## src/logic/uart_pins_pkg.sv

```systemverilog
package uart_pins_pkg;

  localparam int NUM_CH = 4;
  localparam int ADDR_W = 3;
  localparam int DATA_W = 8;
  localparam int NUM_EV = 5;
  localparam int SYNC_STAGES = 3;

  // register offsets within one channel
  localparam logic [ADDR_W-1:0] REG_DATA = 3'h0;
  localparam logic [ADDR_W-1:0] REG_IRQ_EN = 3'h1;
  localparam logic [ADDR_W-1:0] REG_IRQ_STAT = 3'h2;
  localparam logic [ADDR_W-1:0] REG_MODEM_CTRL = 3'h4;
  localparam logic [ADDR_W-1:0] REG_MODEM_STAT = 3'h6;
  localparam logic [ADDR_W-1:0] REG_SCRATCH = 3'h7;

  // modem status field positions
  localparam int MS_DELTA_DSR_BIT = 1;
  localparam int MS_DSR_BIT = 5;

  // reset values
  localparam logic [DATA_W-1:0] MODEM_CTRL_RST = 8'h00;
  localparam logic [NUM_EV-1:0] IRQ_EN_RST = 5'h00;
  localparam logic [NUM_EV-1:0] IRQ_STAT_RST = 5'h00;
  localparam logic [DATA_W-1:0] DATA_RST = 8'h00;

  // modem control: bit 0 terminal ready, bit 3 irq gate, bit 4 loopback
  typedef struct packed {
    logic [2:0] spare_hi;
    logic loopback;
    logic irq_gate_bit;
    logic [1:0] spare_lo;
    logic term_ready;
  } modem_ctrl_t;

  // interrupt events, same layout in status and enable registers
  typedef struct packed {
    logic timeout;
    logic modem;
    logic thr_empty;
    logic rx_data;
    logic rx_err;
  } irq_events_t;

endpackage : uart_pins_pkg

```

## src/logic/quad_uart_pins.sv

```systemverilog
// How it works
// data-set-ready shows in modem status and the modem interrupt status bit; never touches serial data.
// setting terminal-ready bit drives terminal-ready pin active low.
// terminal-ready pin high during reset and in loopback.
// clearing modem-control bit 0 returns terminal-ready pin high.
// mode pin low: channel interrupt pin enabled by its gate bit 3.
// gate bit clear floats interrupt pin; set drives it.
// mode pin high: interrupt pins always driven, gate bit ignored.
// interrupt pin high only for pending sources that are enabled.
// sources: rx error, rx data or timeout, tx empty, modem change.
// interrupt pin falls once serviced or on reset.
// read strobe returns the addressed register of the selected channel.
// write strobe loads data into addressed register of selected channel.
// reset clears channel registers and sets outputs to reset states.
// serial transmit and receive paths disabled while reset held.
// host picks a channel register with three address bits.
// host selects a channel with its own active-low select.
// driven interrupt pin with nothing pending stays low.
module quad_uart_pins (
  // clock and reset
  input wire logic sys_clk_i,
  input wire logic rst_i,
  // host register port
  input wire logic [uart_pins_pkg::NUM_CH-1:0] channel_select_n_i,
  input wire logic [uart_pins_pkg::ADDR_W-1:0] reg_addr_i,
  input wire logic [uart_pins_pkg::DATA_W-1:0] write_data_i,
  input wire logic write_strobe_n_i,
  input wire logic read_strobe_n_i,
  output logic [uart_pins_pkg::DATA_W-1:0] read_data_o,
  output logic read_data_oe_o,
  // interrupt pins
  input wire logic irq_mode_select_i,
  output logic [uart_pins_pkg::NUM_CH-1:0] channel_irq_out_o,
  output logic [uart_pins_pkg::NUM_CH-1:0] channel_irq_oe_o,
  // modem pins
  input wire logic [uart_pins_pkg::NUM_CH-1:0] data_set_ready_in_n_i,
  output logic [uart_pins_pkg::NUM_CH-1:0] terminal_ready_out_n_o,
  // serial engine side
  input wire logic [uart_pins_pkg::NUM_CH-1:0][uart_pins_pkg::DATA_W-1:0] rx_byte_i,
  input wire logic [uart_pins_pkg::NUM_CH-1:0] rx_byte_valid_i,
  input wire logic [uart_pins_pkg::NUM_CH-1:0] rx_error_i,
  input wire logic [uart_pins_pkg::NUM_CH-1:0] rx_timeout_i,
  input wire logic [uart_pins_pkg::NUM_CH-1:0] thr_empty_i,
  input wire logic [uart_pins_pkg::NUM_CH-1:0] fifo_mode_i,
  output logic [uart_pins_pkg::NUM_CH-1:0][uart_pins_pkg::DATA_W-1:0] tx_byte_o,
  output logic [uart_pins_pkg::NUM_CH-1:0] tx_byte_valid_o,
  output logic [uart_pins_pkg::NUM_CH-1:0] loopback_o,
  output logic serial_path_en_o
);

  localparam int NCH = uart_pins_pkg::NUM_CH;
  localparam int DW = uart_pins_pkg::DATA_W;

  // a strobe reaches a channel only while its select is low as well
  function automatic logic strobe_hit(input logic strobe_n, input logic sel_n);
    return ~strobe_n & ~sel_n;
  endfunction : strobe_hit

  // lowest selected channel wins when the host selects several for a read
  function automatic logic [1:0] first_selected(input logic [NCH-1:0] sel_n);
    logic [1:0] idx;
    idx = 2'h0;
    for (int i = NCH - 1; i >= 0; i--) begin
      if (!sel_n[i]) begin
        idx = 2'(i);
      end
    end
    return idx;
  endfunction : first_selected

  // channel state
  uart_pins_pkg::modem_ctrl_t mctrl [NCH];
  uart_pins_pkg::modem_ctrl_t next_mctrl [NCH];
  uart_pins_pkg::irq_events_t irq_en [NCH];
  uart_pins_pkg::irq_events_t next_irq_en [NCH];
  uart_pins_pkg::irq_events_t irq_stat [NCH];
  uart_pins_pkg::irq_events_t next_irq_stat [NCH];
  logic [DW-1:0] rx_hold [NCH];
  logic [DW-1:0] next_rx_hold [NCH];
  logic [DW-1:0] scratch [NCH];
  logic [DW-1:0] next_scratch [NCH];
  logic [NCH-1:0] delta_dsr;
  logic [NCH-1:0] next_delta_dsr;
  logic [NCH-1:0] dsr_prev;
  logic [NCH-1:0] next_dsr_prev;
  logic [NCH-1:0][DW-1:0] next_tx_byte;
  logic [NCH-1:0] next_tx_valid;
  logic [NCH-1:0] next_term_n;
  logic [NCH-1:0] pending;
  logic run;

  // host read answer
  logic [DW-1:0] next_read_data;
  logic next_read_oe;

  // synchronised pins
  logic [NCH-1:0] dsr_n_sync;
  logic [NCH-1:0] dsr_active;
  logic mode_high;

  pin_sync #(
    .W(NCH),
    .RST_VAL({NCH{1'b1}})
  ) u_dsr_sync (
    .sys_clk_i(sys_clk_i),
    .rst_i(rst_i),
    .pin_i(data_set_ready_in_n_i),
    .level_o(dsr_n_sync)
  );

  pin_sync #(
    .W(1),
    .RST_VAL(1'b0)
  ) u_mode_sync (
    .sys_clk_i(sys_clk_i),
    .rst_i(rst_i),
    .pin_i(irq_mode_select_i),
    .level_o(mode_high)
  );

  // in loopback the status sees the channel's own terminal-ready bit
  always_comb begin
    for (int c = 0; c < NCH; c++) begin
      dsr_active[c] = mctrl[c].loopback ? mctrl[c].term_ready : ~dsr_n_sync[c];
    end
  end

  // register writes, events and status clears
  always_comb begin
    logic wr;
    logic rd;
    wr = 1'b0;
    rd = 1'b0;
    for (int c = 0; c < NCH; c++) begin
      next_mctrl[c] = mctrl[c];
      next_irq_en[c] = irq_en[c];
      next_irq_stat[c] = irq_stat[c];
      next_rx_hold[c] = rx_hold[c];
      next_scratch[c] = scratch[c];
      next_delta_dsr[c] = delta_dsr[c];
      next_dsr_prev[c] = dsr_active[c];
      next_tx_byte[c] = tx_byte_o[c];
      next_tx_valid[c] = 1'b0;
      wr = strobe_hit(write_strobe_n_i, channel_select_n_i[c]);
      rd = strobe_hit(read_strobe_n_i, channel_select_n_i[c]);
      if (wr) begin
        unique case (reg_addr_i)
          uart_pins_pkg::REG_DATA: begin
            next_tx_byte[c] = write_data_i;
            next_tx_valid[c] = 1'b1;
          end
          uart_pins_pkg::REG_IRQ_EN: begin
            next_irq_en[c] = uart_pins_pkg::irq_events_t'(write_data_i[4:0]);
          end
          uart_pins_pkg::REG_IRQ_STAT: begin
            // servicing: write one to clear
            next_irq_stat[c] = irq_stat[c]
              & ~uart_pins_pkg::irq_events_t'(write_data_i[4:0]);
          end
          uart_pins_pkg::REG_MODEM_CTRL: begin
            next_mctrl[c] = uart_pins_pkg::modem_ctrl_t'(write_data_i);
          end
          uart_pins_pkg::REG_SCRATCH: begin
            next_scratch[c] = write_data_i;
          end
          default: begin
          end
        endcase
      end
      if (rd && reg_addr_i == uart_pins_pkg::REG_MODEM_STAT) begin
        next_delta_dsr[c] = 1'b0;
      end
      // events come after clears so a same-cycle event is kept
      if (rx_byte_valid_i[c]) begin
        next_rx_hold[c] = rx_byte_i[c];
        next_irq_stat[c].rx_data = 1'b1;
      end
      if (rx_error_i[c]) begin
        next_irq_stat[c].rx_err = 1'b1;
      end
      if (rx_timeout_i[c] && fifo_mode_i[c]) begin
        next_irq_stat[c].timeout = 1'b1;
      end
      if (thr_empty_i[c]) begin
        next_irq_stat[c].thr_empty = 1'b1;
      end
      if (dsr_active[c] != dsr_prev[c]) begin
        next_delta_dsr[c] = 1'b1;
        next_irq_stat[c].modem = 1'b1;
      end
      next_term_n[c] = ~(next_mctrl[c].term_ready & ~next_mctrl[c].loopback);
    end
  end

  // read mux; data stand in the cycle after the strobe
  always_comb begin
    logic [1:0] ch;
    ch = first_selected(channel_select_n_i);
    next_read_oe = ~read_strobe_n_i & ~&channel_select_n_i;
    next_read_data = uart_pins_pkg::DATA_RST;
    if (next_read_oe) begin
      unique case (reg_addr_i)
        uart_pins_pkg::REG_DATA: next_read_data = rx_hold[ch];
        uart_pins_pkg::REG_IRQ_EN: next_read_data = {3'h0, irq_en[ch]};
        uart_pins_pkg::REG_IRQ_STAT: next_read_data = {3'h0, irq_stat[ch]};
        uart_pins_pkg::REG_MODEM_CTRL: next_read_data = mctrl[ch];
        uart_pins_pkg::REG_MODEM_STAT: begin
          next_read_data[uart_pins_pkg::MS_DSR_BIT] = dsr_active[ch];
          next_read_data[uart_pins_pkg::MS_DELTA_DSR_BIT] = delta_dsr[ch];
        end
        uart_pins_pkg::REG_SCRATCH: next_read_data = scratch[ch];
        default: next_read_data = uart_pins_pkg::DATA_RST;
      endcase
    end
  end

  // channel registers; a reset wipes every channel at once
  always_ff @(posedge sys_clk_i) begin
    if (rst_i) begin
      for (int c = 0; c < NCH; c++) begin
        mctrl[c] <= uart_pins_pkg::MODEM_CTRL_RST;
        irq_en[c] <= uart_pins_pkg::IRQ_EN_RST;
        irq_stat[c] <= uart_pins_pkg::IRQ_STAT_RST;
        rx_hold[c] <= uart_pins_pkg::DATA_RST;
        scratch[c] <= uart_pins_pkg::DATA_RST;
      end
    end else begin
      for (int c = 0; c < NCH; c++) begin
        mctrl[c] <= next_mctrl[c];
        irq_en[c] <= next_irq_en[c];
        irq_stat[c] <= next_irq_stat[c];
        rx_hold[c] <= next_rx_hold[c];
        scratch[c] <= next_scratch[c];
      end
    end
  end

  // prev resets to the idle level, so no false change follows reset
  always_ff @(posedge sys_clk_i) begin
    if (rst_i) begin
      delta_dsr <= '0;
      dsr_prev <= '0;
    end else begin
      delta_dsr <= next_delta_dsr;
      dsr_prev <= next_dsr_prev;
    end
  end

  // serial engine side; run lags reset by one cycle
  always_ff @(posedge sys_clk_i) begin
    if (rst_i) begin
      for (int c = 0; c < NCH; c++) begin
        tx_byte_o[c] <= uart_pins_pkg::DATA_RST;
      end
      tx_byte_valid_o <= '0;
      run <= 1'b0;
    end else begin
      for (int c = 0; c < NCH; c++) begin
        tx_byte_o[c] <= next_tx_byte[c];
      end
      tx_byte_valid_o <= next_tx_valid;
      run <= 1'b1;
    end
  end

  // terminal-ready pins, inactive high from reset
  always_ff @(posedge sys_clk_i) begin
    if (rst_i) begin
      terminal_ready_out_n_o <= '1;
    end else begin
      terminal_ready_out_n_o <= next_term_n;
    end
  end

  // host read answer; stands as long as the strobe is held, one cycle late
  always_ff @(posedge sys_clk_i) begin
    if (rst_i) begin
      read_data_o <= uart_pins_pkg::DATA_RST;
      read_data_oe_o <= 1'b0;
    end else begin
      read_data_o <= next_read_data;
      read_data_oe_o <= next_read_oe;
    end
  end

  // the serial engine is held off for the whole reset
  assign serial_path_en_o = run & ~rst_i;

  // a pending source needs both its status and its enable bit
  always_comb begin
    for (int c = 0; c < NCH; c++) begin
      pending[c] = |(irq_stat[c] & irq_en[c]);
      loopback_o[c] = mctrl[c].loopback;
    end
  end

  for (genvar g = 0; g < NCH; g++) begin : g_irq
    irq_pin_drive u_irq (
      .sys_clk_i(sys_clk_i),
      .rst_i(rst_i),
      .mode_high_i(mode_high),
      .irq_gate_bit_i(mctrl[g].irq_gate_bit),
      .pending_i(pending[g]),
      .irq_o(channel_irq_out_o[g]),
      .irq_oe_o(channel_irq_oe_o[g])
    );
  end

endmodule : quad_uart_pins

```

## src/logic/pin_sync.sv

```systemverilog
// three-stage synchroniser; output moves only when stages two and three agree
module pin_sync #(
  parameter int W = 1,
  parameter logic [W-1:0] RST_VAL = '0
) (
  // clock and reset
  input wire logic sys_clk_i,
  input wire logic rst_i,
  // pins
  input wire logic [W-1:0] pin_i,
  output logic [W-1:0] level_o
);

  logic [W-1:0] stage1;
  logic [W-1:0] stage2;
  logic [W-1:0] stage3;
  logic [W-1:0] next_level;

  always_comb begin
    next_level = level_o;
    for (int i = 0; i < W; i++) begin
      if (stage2[i] == stage3[i]) begin
        next_level[i] = stage3[i];
      end
    end
  end

  always_ff @(posedge sys_clk_i) begin
    if (rst_i) begin
      stage1 <= RST_VAL;
      stage2 <= RST_VAL;
      stage3 <= RST_VAL;
      level_o <= RST_VAL;
    end else begin
      stage1 <= pin_i;
      stage2 <= stage1;
      stage3 <= stage2;
      level_o <= next_level;
    end
  end

endmodule : pin_sync

```

## src/logic/irq_pin_drive.sv

```systemverilog
// one channel's three-state interrupt pin
module irq_pin_drive (
  // clock and reset
  input wire logic sys_clk_i,
  input wire logic rst_i,
  // control
  input wire logic mode_high_i,
  input wire logic irq_gate_bit_i,
  input wire logic pending_i,
  // pin
  output logic irq_o,
  output logic irq_oe_o
);

  logic next_irq;
  logic next_oe;

  always_comb begin
    next_irq = pending_i;
    next_oe = mode_high_i | irq_gate_bit_i;
  end

  always_ff @(posedge sys_clk_i) begin
    if (rst_i) begin
      irq_o <= 1'b0;
      irq_oe_o <= 1'b0;
    end else begin
      irq_o <= next_irq;
      irq_oe_o <= next_oe;
    end
  end

endmodule : irq_pin_drive

```

## config.mk

```make
export PLATFORM = sky130hd
export DESIGN_NAME = quad_uart_pins
export DESIGN_NICKNAME = d
export VERILOG_FILES = /design/src/logic/uart_pins_pkg.sv /design/src/logic/quad_uart_pins.sv /design/src/logic/pin_sync.sv /design/src/logic/irq_pin_drive.sv
export SDC_FILE = /design/constraint.sdc
export NUM_CORES = 1
export LEC_CHECK = 0
export ABC_AREA = 0
export BUFFER_PORTS_ARGS = -buffer_cell sky130_fd_sc_hd__buf_2
export CORE_ASPECT_RATIO = 1.25
export CORE_MARGIN = 4
export CORE_UTILIZATION = 45
export CTS_CLUSTER_DIAMETER = 80
export DETAILED_ROUTE_END_ITERATION = 10
export MAX_ROUTING_LAYER = met4
export PLACE_DENSITY = 0.65
export SYNTH_ARGS = -nofsm -noshare
export SYNTH_HDL_FRONTEND = slang
export SYNTH_SLANG_ARGS = --single-unit
```

## constraint.sdc

```tcl
create_clock -name sys_clk_i -period 2.2 [get_ports sys_clk_i]
set_input_delay 0.55 -clock sys_clk_i [delete_from_list [all_inputs] [get_ports sys_clk_i]]
set_output_delay 0.55 -clock sys_clk_i [all_outputs]
set_load 0.005 [all_outputs]
```

==> flow_metrics.py, run 1 <==
metrics = {
    "global_route": {
        "grt_pass1_vias": 8049,
        "top_usage_layer": "met2",
        "grt_antenna_before_repair": 1,
        "grt_max_degree": 65,
        "met2_usage_pct": 39.8,
        "overflow": 0,
        "met3_usage_pct": 3.54,
        "grt_usage_pct": 25.1,
        "grt_first_pass_wirelength_um": 44100,
        "use_met1_pct": 32.7,
    },
    "routing": {
        "avgViaCountPerCell": 5.59,
        "drc": 0,
        "wire_per_inst_um": 19.6,
        "drt_iter0_drc": 679,
        "drt_wl_total_um": 28300,
        "dr.pass1.iters": 5,
        "ant_nets": 0,
        "vias": 8082,
    },
    "synth": {
        "synth-edff-count": 64,
        "synth.cell_area_sq_mm": 0.00930,
        "synth_seq_cells": 222,
        "synth_cell_type_count": 50,
        "synth_flop_cell": "dfxtp_1",
        "ys_seq_area_share_pct": 54.7,
        "ys_async_sr_fraction_pct": 0,
        "syn_nets": 1091,
        "yosys_warnings": 0,
        "synth_area_per_cell_sq_um": 9.17,
        "synthCells": 1014,
    },
    "timing": {
        "finalCritPeriodShare_pct": 77.1,
        "finalSetupViolCount": 0,
        "tns_ns": 0,
        "fin_ws_ns": 0.503,
        "fmax_mhz": 589,
        "rsz0062_at_grt": "false",
        "max_slew_margin_pct": 52.6,
        "finClkSkew_ns": 0.0114,
        "worst_pin_slew_ns": 0.704,
        "hold_violations": 0,
        "drv_slew": 0,
        "fin_crit_ns": 1.70,
    },
    "die": {
        "dieWidth_um": 137,
        "fp.coreArea_sq_mm": 0.0202,
        "fp-row-count": 58,
        "die_area_sq_mm": 0.0230,
        "start_util_pct": 45.9,
        "ioPinCount": 138,
        "die_h_um": 169,
    },
    "power": {
        "power_density_mw_per_mm2": 816,
        "power_mw": 9.19,
        "ir_drop_mv": 0.579,
        "p_leak_nw": 4.23,
    },
    "setup_path": {
        "crit_chain": "buf_2",
        "critical_path_class": "reg2out",
        "regToRegSetupSlack_ns": 0.55,
        "crit_start": "mctrl[2][4]",
        "crit_path_end_kind": "primary output",
        "startpoint_type": "register",
        "arrival_ns": 1.15,
        "path_delay_family": "flip-flops",
        "slowest_delay_ns": 0.46,
        "critical_path.slowest_cell": "dfxtp_1",
        "path_max_fanout": 6,
        "worst-path-buf-inv": 1,
        "timing.rr.start": "mctrl[2][4]",
        "required_ns": 1.65,
    },
    "clock_network": {
        "htree_levels": 1,
        "cts_sinks": 222,
        "cts_buffers": 24,
        "cts.clk_slew.worst_paths_ns": 0.06,
        "cts.repair.resized": 0,
        "cts_hold_buf": 0,
        "root_buffer": "clkbuf_16",
        "cts_setup_buffers": 0,
        "cts_tree": "built",
        "clk-insertion-delay-late_ns": 0.51,
        "clock_path_buffers": 3,
    },
    "place": {
        "placed_cell_area_sq_mm": 0.0105,
        "dp_cells": 1401,
        "gp_congestion": 0.957,
        "io_buffer_count": 137,
        "dp_hpwl_um": 19700,
        "dp_slack_ns": 0.0494,
    },
    "finish": {
        "synthToLayoutAreaGrowth_pct": 21.2,
        "fin_area_sq_mm": 0.0113,
        "drive_gt1_share_pct": 22.1,
        "instances_no_fill": 1446,
        "fin_nets": 1234,
    },
    "hold_path": {
        "worstHoldStart": "data_set_ready_in_n_i[2]",
        "holdCritPathClass": "in2reg",
    },
    "status": {
        "status": "finished clean",
    },
    "run": {
        "cap_violations": 0,
    },
}
[final timing paths]
| path | cells past startpoint | end |
|---|---|---|
| max | 1 | loopback_o[2] |
| min | 2 | u_dsr_sync.stage1[2] |
| max reg2reg | 4 | read_data_o[5] |
| min reg2reg | 1 | u_dsr_sync.stage2[0] |
[kinds of logic (layout without fill, tap and decap cells)]
kind of cell               count (synthesis)  in the layout  share of synthesized area [%]
other                                      0              1                              0
xor gates and xnor gates                   4              4                          0.377
AOI/OAI and AO/OA                        259            259                           16.9
adders and majority gates                  1              1                          0.215
buffers and inverters                     88            249                           4.45
and+or+nand+nor                          440            440                           23.3
DFF                                      222            222                           54.7
[flip-flops by register name, indices dropped and copies added (netlist names), 8 cells and up]
| name | flops |
|---|---|
| read_data_o | 8 |
| rx_hold | 32 |
| mctrl | 32 |
| irq_stat | 20 |
| scratch | 32 |
| irq_en | 20 |
| tx_byte_o | 32 |
[stage by stage]
step                      hold WS, ns  util (%)
after global placement          0.392      51.7
after global routing            0.202      55.7
after detailed placement        0.396      51.7
final                           0.216      55.7
after CTS                       0.198      55.6
after floorplan                 0.389         -
[where the power goes]
group / internal (mW) / total, mW / switching, mW
Combinational: 0.271 / 0.698 / 0.427
Sequential: 4.36 / 4.44 / 0.0853
Clock: 2.45 / 4.05 / 1.60
Total: 7.08 / 9.19 / 2.11
[placed cells by master (no fill, tap or decap), types with 26 or more instances in the layout]
cell type / n
buf_4: 55
buf_2: 136
and2_1: 69
nand2_1: 176
dfxtp_1: 158
a21oi_1: 141
edfxtp_1: 64
nor2_1: 52
clkbuf_16: 26
o21ai_0: 36
nand3_1: 53
[synthesized netlist by cell type (2+ instances only)]
master	instances	share of area [%]
a211oi_1	2	0.16
a21oi_1	141	7.6
a221o_1	2	0.22
a221oi_1	17	1.6
a222oi_1	4	0.43
a22o_1	4	0.38
a22oi_1	13	1.0
a2bb2oi_1	5	0.47
a31oi_1	5	0.34
a41oi_1	2	0.19
and2_0	2	0.13
and2_1	69	4.6
and3_1	5	0.34
buf_2	19	1.0
buf_4	12	0.97
buf_6	2	0.24
clkbuf_1	47	1.9
dfxtp_1	158	34
edfxtp_1	64	21
inv_1	7	0.28
nand2_1	176	7.1
nand2b_1	19	1.3
nand3_1	53	2.9
nand3b_1	20	1.6
nor2_1	52	2.1
nor2b_1	12	0.81
nor3_1	5	0.27
nor3_2	5	0.54
o21ai_0	36	1.9
o221a_2	2	0.24
o221ai_1	7	0.66
o22a_1	9	0.85
o22ai_1	4	0.27
or2_2	16	1.1
xnor2_1	2	0.19
xor2_1	2	0.19
[per-layer routing]
metal	share of wire, %	vias up
li1	-	3823
met1	41	3848
met5	0	-
met3	7.4	69
met4	3.6	0
met2	48	342
[final cells by class]
cell class | count | area (sq um)
tap | 270 | 338
clock inverter | 9 | 92.6
antenna | 1 | 2.50
inverter | 8 | 30.0
clock buffer | 35 | 704
fill | 1837 | 8980
sequential | 222 | 5080
multi-input combinational | 704 | 3800
timing repair buffer | 197 | 1210
(Power assumes the default switching activity.)
==> run 2, diff against run 1 <==
--- a/config.mk
+++ b/config.mk
@@ -13,7 +13,7 @@
 export CTS_CLUSTER_DIAMETER = 80
 export DETAILED_ROUTE_END_ITERATION = 10
 export MAX_ROUTING_LAYER = met4
-export PLACE_DENSITY = 0.65
+export PLACE_DENSITY = 0.68
 export SYNTH_ARGS = -nofsm -noshare
 export SYNTH_HDL_FRONTEND = slang
 export SYNTH_SLANG_ARGS = --single-unit
==> constraint.sdc (replaced) <==
create_clock -name sys_clk_i -period 1.4 [get_ports sys_clk_i]
set_input_delay 0.35 -clock sys_clk_i [delete_from_list [all_inputs] [get_ports sys_clk_i]]
set_output_delay 0.35 -clock sys_clk_i [all_outputs]
set_load 0.005 [all_outputs]
==> run 2 against run 1 <==
  * The flow now finishes with violations (negative setup slack)
  * Total power up 61%
  * Core utilization is 4.1 points higher
  * Sequential share of layout area shrank 3.0 points
  * Clock skew shrank 0.00099 ns
  * Register-to-register slack got worse by 0.49 ns
  * Sequential cell count unchanged
  * Hold slack got worse by 0.19 ns
  * Non-clock buffer count is 51 higher
  * Via count up 2.8%
  * First-iteration DRC count up 35%
  * Sequential power rose by 57%
  * Critical endpoint unchanged
==> flow_metrics.py, run 2 (synthesis gave the netlist of run 1 again) <==
metrics = {
    "status": {
        "status": "finished with violations",
        "violations": "negative setup slack",
    },
    "run": {
        "cap_violations": 0,
    },
    "clock_network": {
        "htree_levels": 1,
        "cts_buffers": 24,
        "root_buffer": "clkbuf_16",
        "cts.clk_slew.worst_paths_ns": 0.06,
        "clock_path_buffers": 3,
        "cts_tree": "built",
        "cts_sinks": 222,
        "clk-insertion-delay-late_ns": 0.52,
    },
    "timing": {
        "drv_slew": 0,
        "fin_ws_ns": -0.0326,
        "hold_violations": 0,
        "fmax_mhz": 698,
        "finalCritPeriodShare_pct": 102,
        "rsz0062_at_grt": "true",
        "tns_ns": -0.0337,
        "worst_pin_slew_ns": 0.533,
        "fin_crit_ns": 1.43,
        "finalSetupViolCount": 2,
        "max_slew_margin_pct": 64.1,
        "finClkSkew_ns": 0.0104,
    },
    "die": {
        "ioPinCount": 138,
        "start_util_pct": 45.9,
        "fp.coreArea_sq_mm": 0.0202,
        "die_h_um": 169,
        "dieWidth_um": 137,
        "die_area_sq_mm": 0.0230,
        "fp-row-count": 58,
    },
    "setup_path": {
        "path_common_cell": "buf_6",
        "critical_path.slowest_cell": "dfxtp_2",
        "arrival_ns": 1.08,
        "critical_path_class": "reg2out",
        "reg2regPathDepth": 4,
        "path_max_fanout": 3,
        "startpoint_type": "register",
        "crit_path_end_kind": "primary output",
        "rr_endpoint": "read_data_o[1]",
        "crit_chain": "buf_6, buf_6",
        "timing.rr.start": "mctrl[2][1]",
        "regToRegSetupSlack_ns": 0.06,
        "slowest_delay_ns": 0.34,
        "required_ns": 1.05,
    },
    "place": {
        "io_buffer_count": 137,
        "placed_cell_area_sq_mm": 0.0111,
        "dp_hpwl_um": 20600,
        "dp_slack_ns": -0.480,
        "gp_congestion": 0.965,
    },
    "finish": {
        "synthToLayoutAreaGrowth_pct": 30.0,
        "num_antenna_cells": 0,
        "fin_area_sq_mm": 0.0121,
        "multiInputGateArea_sq_mm": 0.00404,
        "layout_common_cells": "nand2_1 (168), dfxtp_1 (152), a21oi_1 (138)",
        "final_core_util_pct": 59.7,
        "fill_cells": 1751,
        "drive_gt1_share_pct": 29.1,
        "fin_nets": 1286,
        "seq_area_sq_mm": 0.00510,
        "final_common_cell": "nand2_1",
    },
    "global_route": {
        "grt_first_pass_wirelength_um": 44200,
        "grt_usage_pct": 25.2,
        "grt_antenna_before_repair": 0,
        "grt_max_degree": 47,
        "overflow": 0,
        "grt_pass1_vias": 8119,
    },
    "power": {
        "ir_drop_mv": 1.11,
        "p_leak_nw": 4.60,
        "power_density_mw_per_mm2": 1230,
    },
    "routing": {
        "avgViaCountPerCell": 5.55,
        "drc": 0,
        "dr.pass1.iters": 6,
        "ant_nets": 0,
        "drt_iter0_drc": 917,
        "wire_per_inst_um": 19.3,
        "vias": 8306,
        "drt_wl_total_um": 28900,
    },
    "hold_path": {
        "min_to": "u_dsr_sync.stage1[1]",
        "holdCritPathClass": "in2reg",
        "worstHoldStart": "data_set_ready_in_n_i[1]",
        "hold_depth": 2,
    },
}
-- run 2: final cells by class --
cell class                 instances  area share (%)
inverter                           8           0.248
tap                              270            2.79
clock buffer                      32            5.72
multi-input combinational        705            33.4
sequential                       222            42.2
timing repair buffer             248            14.5
clock inverter                    11            1.13
-- run 2: per-layer routing --
layer	track usage [%]	up-vias	wire length, um
li1	-	3935	-
met1	32.7	3939	11800
met2	39.5	361	13900
met3	4.19	71	2220
met4	9.64	0	1030
met5	-	-	0
-- run 2: where the power goes --
part,total [mW],switching [mW],internal [mW]
Sequential,6.97,0.132,6.84
Combinational,1.31,0.752,0.560
Clock,6.56,2.55,4.01
Total,14.8,3.43,11.4
-- run 2: stage by stage --
| stage | instances | total power, mW | hold WS [ns] |
|---|---|---|---|
| floorplan | 1014 | 7.72 | 0.389 |
| global placement | 1449 | 8.35 | 0.394 |
| detailed placement | 1449 | 8.36 | 0.394 |
| CTS | 1495 | 14.9 | 0.00154 |
| global route | 1496 | 15.3 | 0.00902 |
| finish | 1496 | 14.8 | 0.0209 |
-- run 2: worst max path at each step --
stage / from / slack, ns / to / cells past startpoint
3_3_place_gp: channel_select_n_i[3] / -0.46 / read_data_o[4] / 8
5_1_grt: mctrl[2][4] / -0.05 / loopback_o[2] / 2
2_1_floorplan: channel_select_n_i[1] / -0.26 / read_data_o[1] / 7
4_1_cts: mctrl[2][4] / -0.04 / loopback_o[2] / 2
3_5_place_dp: channel_select_n_i[2] / -0.48 / read_data_o[5] / 7
6_report: mctrl[2][4] / -0.03 / loopback_o[2] / 2
-- run 2: timing repair --
item / in CTS / in global routing
setup buffers: 2 / 0
hold endpoints to repair: 2 / 0
resized for setup: 10 / 23
setup endpoints to repair: 6 / 12
hold buffers: 2 / 0
pin swaps: 0 / 6
gates cloned: 0 / 1
-- run 2: critical path, delay by kind of cell (launching register included) --
family / cells / cell delay [ns]
buffers and inverters: 2 / 0.23
DFF: 1 / 0.34
==> run 3, diff against run 2 <==
--- a/config.mk
+++ b/config.mk
@@ -13,7 +13,7 @@
 export CTS_CLUSTER_DIAMETER = 80
 export DETAILED_ROUTE_END_ITERATION = 10
 export MAX_ROUTING_LAYER = met4
-export PLACE_DENSITY = 0.68
+export PLACE_DENSITY = 0.79
 export SYNTH_ARGS = -nofsm -noshare
 export SYNTH_HDL_FRONTEND = slang
 export SYNTH_SLANG_ARGS = --single-unit
==> run 3 against run 2 <==
  * Final area increased by 1.2%
  * Final cell count increased by 1.3%
  * Sequential share of layout area shrank 0.45 points
  * Global-route usage down 0.085 points
  * Sequential power about the same
  * Hold slack improved by 0.0047 ns
  * Die area did not move
  * Via count increased by 2.7%
  * The flow still finishes with violations (negative setup slack)
  * Register-to-register slack worse by 0.03 ns
==> flow_metrics.py, run 3 (synthesis gave the netlist of run 1 again) <==
metrics = {
    "setup_path": {
        "startpoint_type": "register",
        "path_max_fanout": 2,
        "required_ns": 1.05,
        "arrival_ns": 1.08,
        "crit_path_end_kind": "primary output",
        "critical_path_class": "reg2out",
    },
    "power": {
        "power_density_mw_per_mm2": 1180,
        "power_mw": 14.5,
        "p_leak_nw": 4.72,
        "ir_drop_mv": 1.03,
    },
    "finish": {
        "instances_no_fill": 1515,
        "fin_nets": 1307,
        "synthToLayoutAreaGrowth_pct": 31.5,
        "layout_common_cells": "nand2_1 (168), dfxtp_1 (151), a21oi_1 (138)",
        "num_antenna_cells": 0,
        "final_common_cell": "nand2_1",
        "drive_gt1_share_pct": 30.3,
    },
    "die": {
        "die_area_sq_mm": 0.0230,
        "dieWidth_um": 137,
        "ioPinCount": 138,
        "fp-row-count": 58,
        "start_util_pct": 45.9,
        "fp.coreArea_sq_mm": 0.0202,
        "die_h_um": 169,
    },
    "routing": {
        "avgViaCountPerCell": 5.63,
        "dr_wl_met2_um": 14000,
        "drc": 0,
        "drt-met1-wl_um": 11600,
        "drt_wl_total_um": 29100,
        "vias": 8532,
        "top_layer_used": "met4",
        "ant_nets": 0,
        "wl_met3_um": 2550,
        "drt_iter0_drc": 877,
        "dr.pass1.iters": 8,
        "wire_per_inst_um": 19.2,
    },
    "clock_network": {
        "cts_buffers": 23,
        "clock_path_buffers": 3,
        "htree_levels": 1,
        "clk-insertion-delay-late_ns": 0.51,
        "cts_sinks": 222,
        "root_buffer": "clkbuf_16",
        "cts_tree": "built",
        "cts.clk_slew.worst_paths_ns": 0.06,
    },
    "place": {
        "dp_cells": 1465,
        "dp_hpwl_um": 20400,
        "dp_slack_ns": -0.544,
        "gp_congestion": 0.962,
        "io_buffer_count": 137,
    },
    "run": {
        "cap_violations": 0,
    },
    "global_route": {
        "grt_max_degree": 93,
        "grt_pass1_vias": 8216,
        "grt_first_pass_wirelength_um": 44400,
        "grt_usage_pct": 25.1,
        "overflow": 0,
        "grt_antenna_before_repair": 0,
    },
    "timing": {
        "drv_slew": 0,
        "hold_violations": 0,
        "finalSetupViolCount": 2,
        "rsz0062_at_grt": "true",
        "fin_ws_ns": -0.0316,
        "worst_pin_slew_ns": 0.432,
        "finalCritPeriodShare_pct": 102,
        "fin_crit_ns": 1.43,
        "fmax_mhz": 699,
        "finClkSkew_ns": 0.0105,
        "max_slew_margin_pct": 71.2,
    },
    "status": {
        "violations": "negative setup slack",
        "status": "finished with violations",
    },
    "hold_path": {
        "holdCritPathClass": "in2reg",
    },
}
run 3: changes by cell type in the layout (fill, tap and decap cells not counted), moves of 2 or more:
cell	delta
buf_12	+3
clkinvlp_2	-2
dlygate4sd3_1	-2
clkinv_1	-2
clkinv_4	-2
o21ai_0	+2
clkbuf_16	+2
buf_4	+21
clkinv_2	+3
bufinv_16	-3
run 3: worst max-delay path: stages (launching register included):
cell and delay [ns]:
dfxtp_4 0.35, buf_6 0.11, buf_6 0.11
run 3: worst paths after layout:
path | startpoint | cells past startpoint | slack (ns) | to
max | mctrl[2][4] | 2 | -0.03 | loopback_o[2]
min | data_set_ready_in_n_i[3] | 2 | 0.03 | u_dsr_sync.stage1[3]
max reg2reg | rx_hold[2][2] | 4 | 0.03 | read_data_o[2]
min reg2reg | u_dsr_sync.stage1[2] | 1 | 0.41 | u_dsr_sync.stage2[2]
run 3: per-stage QoR:
stage / hold slack, ns / area (sq um) / TNS (ns) / utilization [%]
floorplan: 0.389 / 9530 / -11.79 / -
global placement: 0.398 / 11300 / -46.45 / 55.6
detailed placement: 0.399 / 11300 / -49.10 / 55.6
CTS: 0.0193 / 12100 / -0.0846 / 59.7
global route: 0.0250 / 12200 / -0.204 / 60.4
finish: 0.0257 / 12200 / -0.0342 / 60.4
run 3: timing repair:
item	in CTS	in global routing
pin swaps	1	5
resized for setup	14	19
setup buffers	3	7
hold buffers	0	0
endpoints found under the setup margin	8	12
run 3: where the power goes:
part	internal (mW)	switching, mW	leakage [nW]	total (mW)
sequential	6.84	0.132	1.94	6.97
combinational	0.601	0.761	2.40	1.36
clock	3.62	2.51	0.387	6.13
run 3: cell type report:
| type | count | area (sq um) |
|---|---|---|
| clock inverters | 7 | 37.5 |
| repair buffers | 271 | 1960 |
| flip-flops and latches | 222 | 5100 |
| inverters | 8 | 31.3 |
| multi-input cells | 704 | 4030 |
| well taps | 270 | 338 |
| fillers | 1672 | 8020 |
| clock buffers | 33 | 728 |
run 3: layer usage:
layer  up-vias  global-route usage [%]
li1       3962                       -
met1      4042                    31.8
met2       455                    40.9
met3        73                    4.43
met5         -                       -
met4         0                    7.89
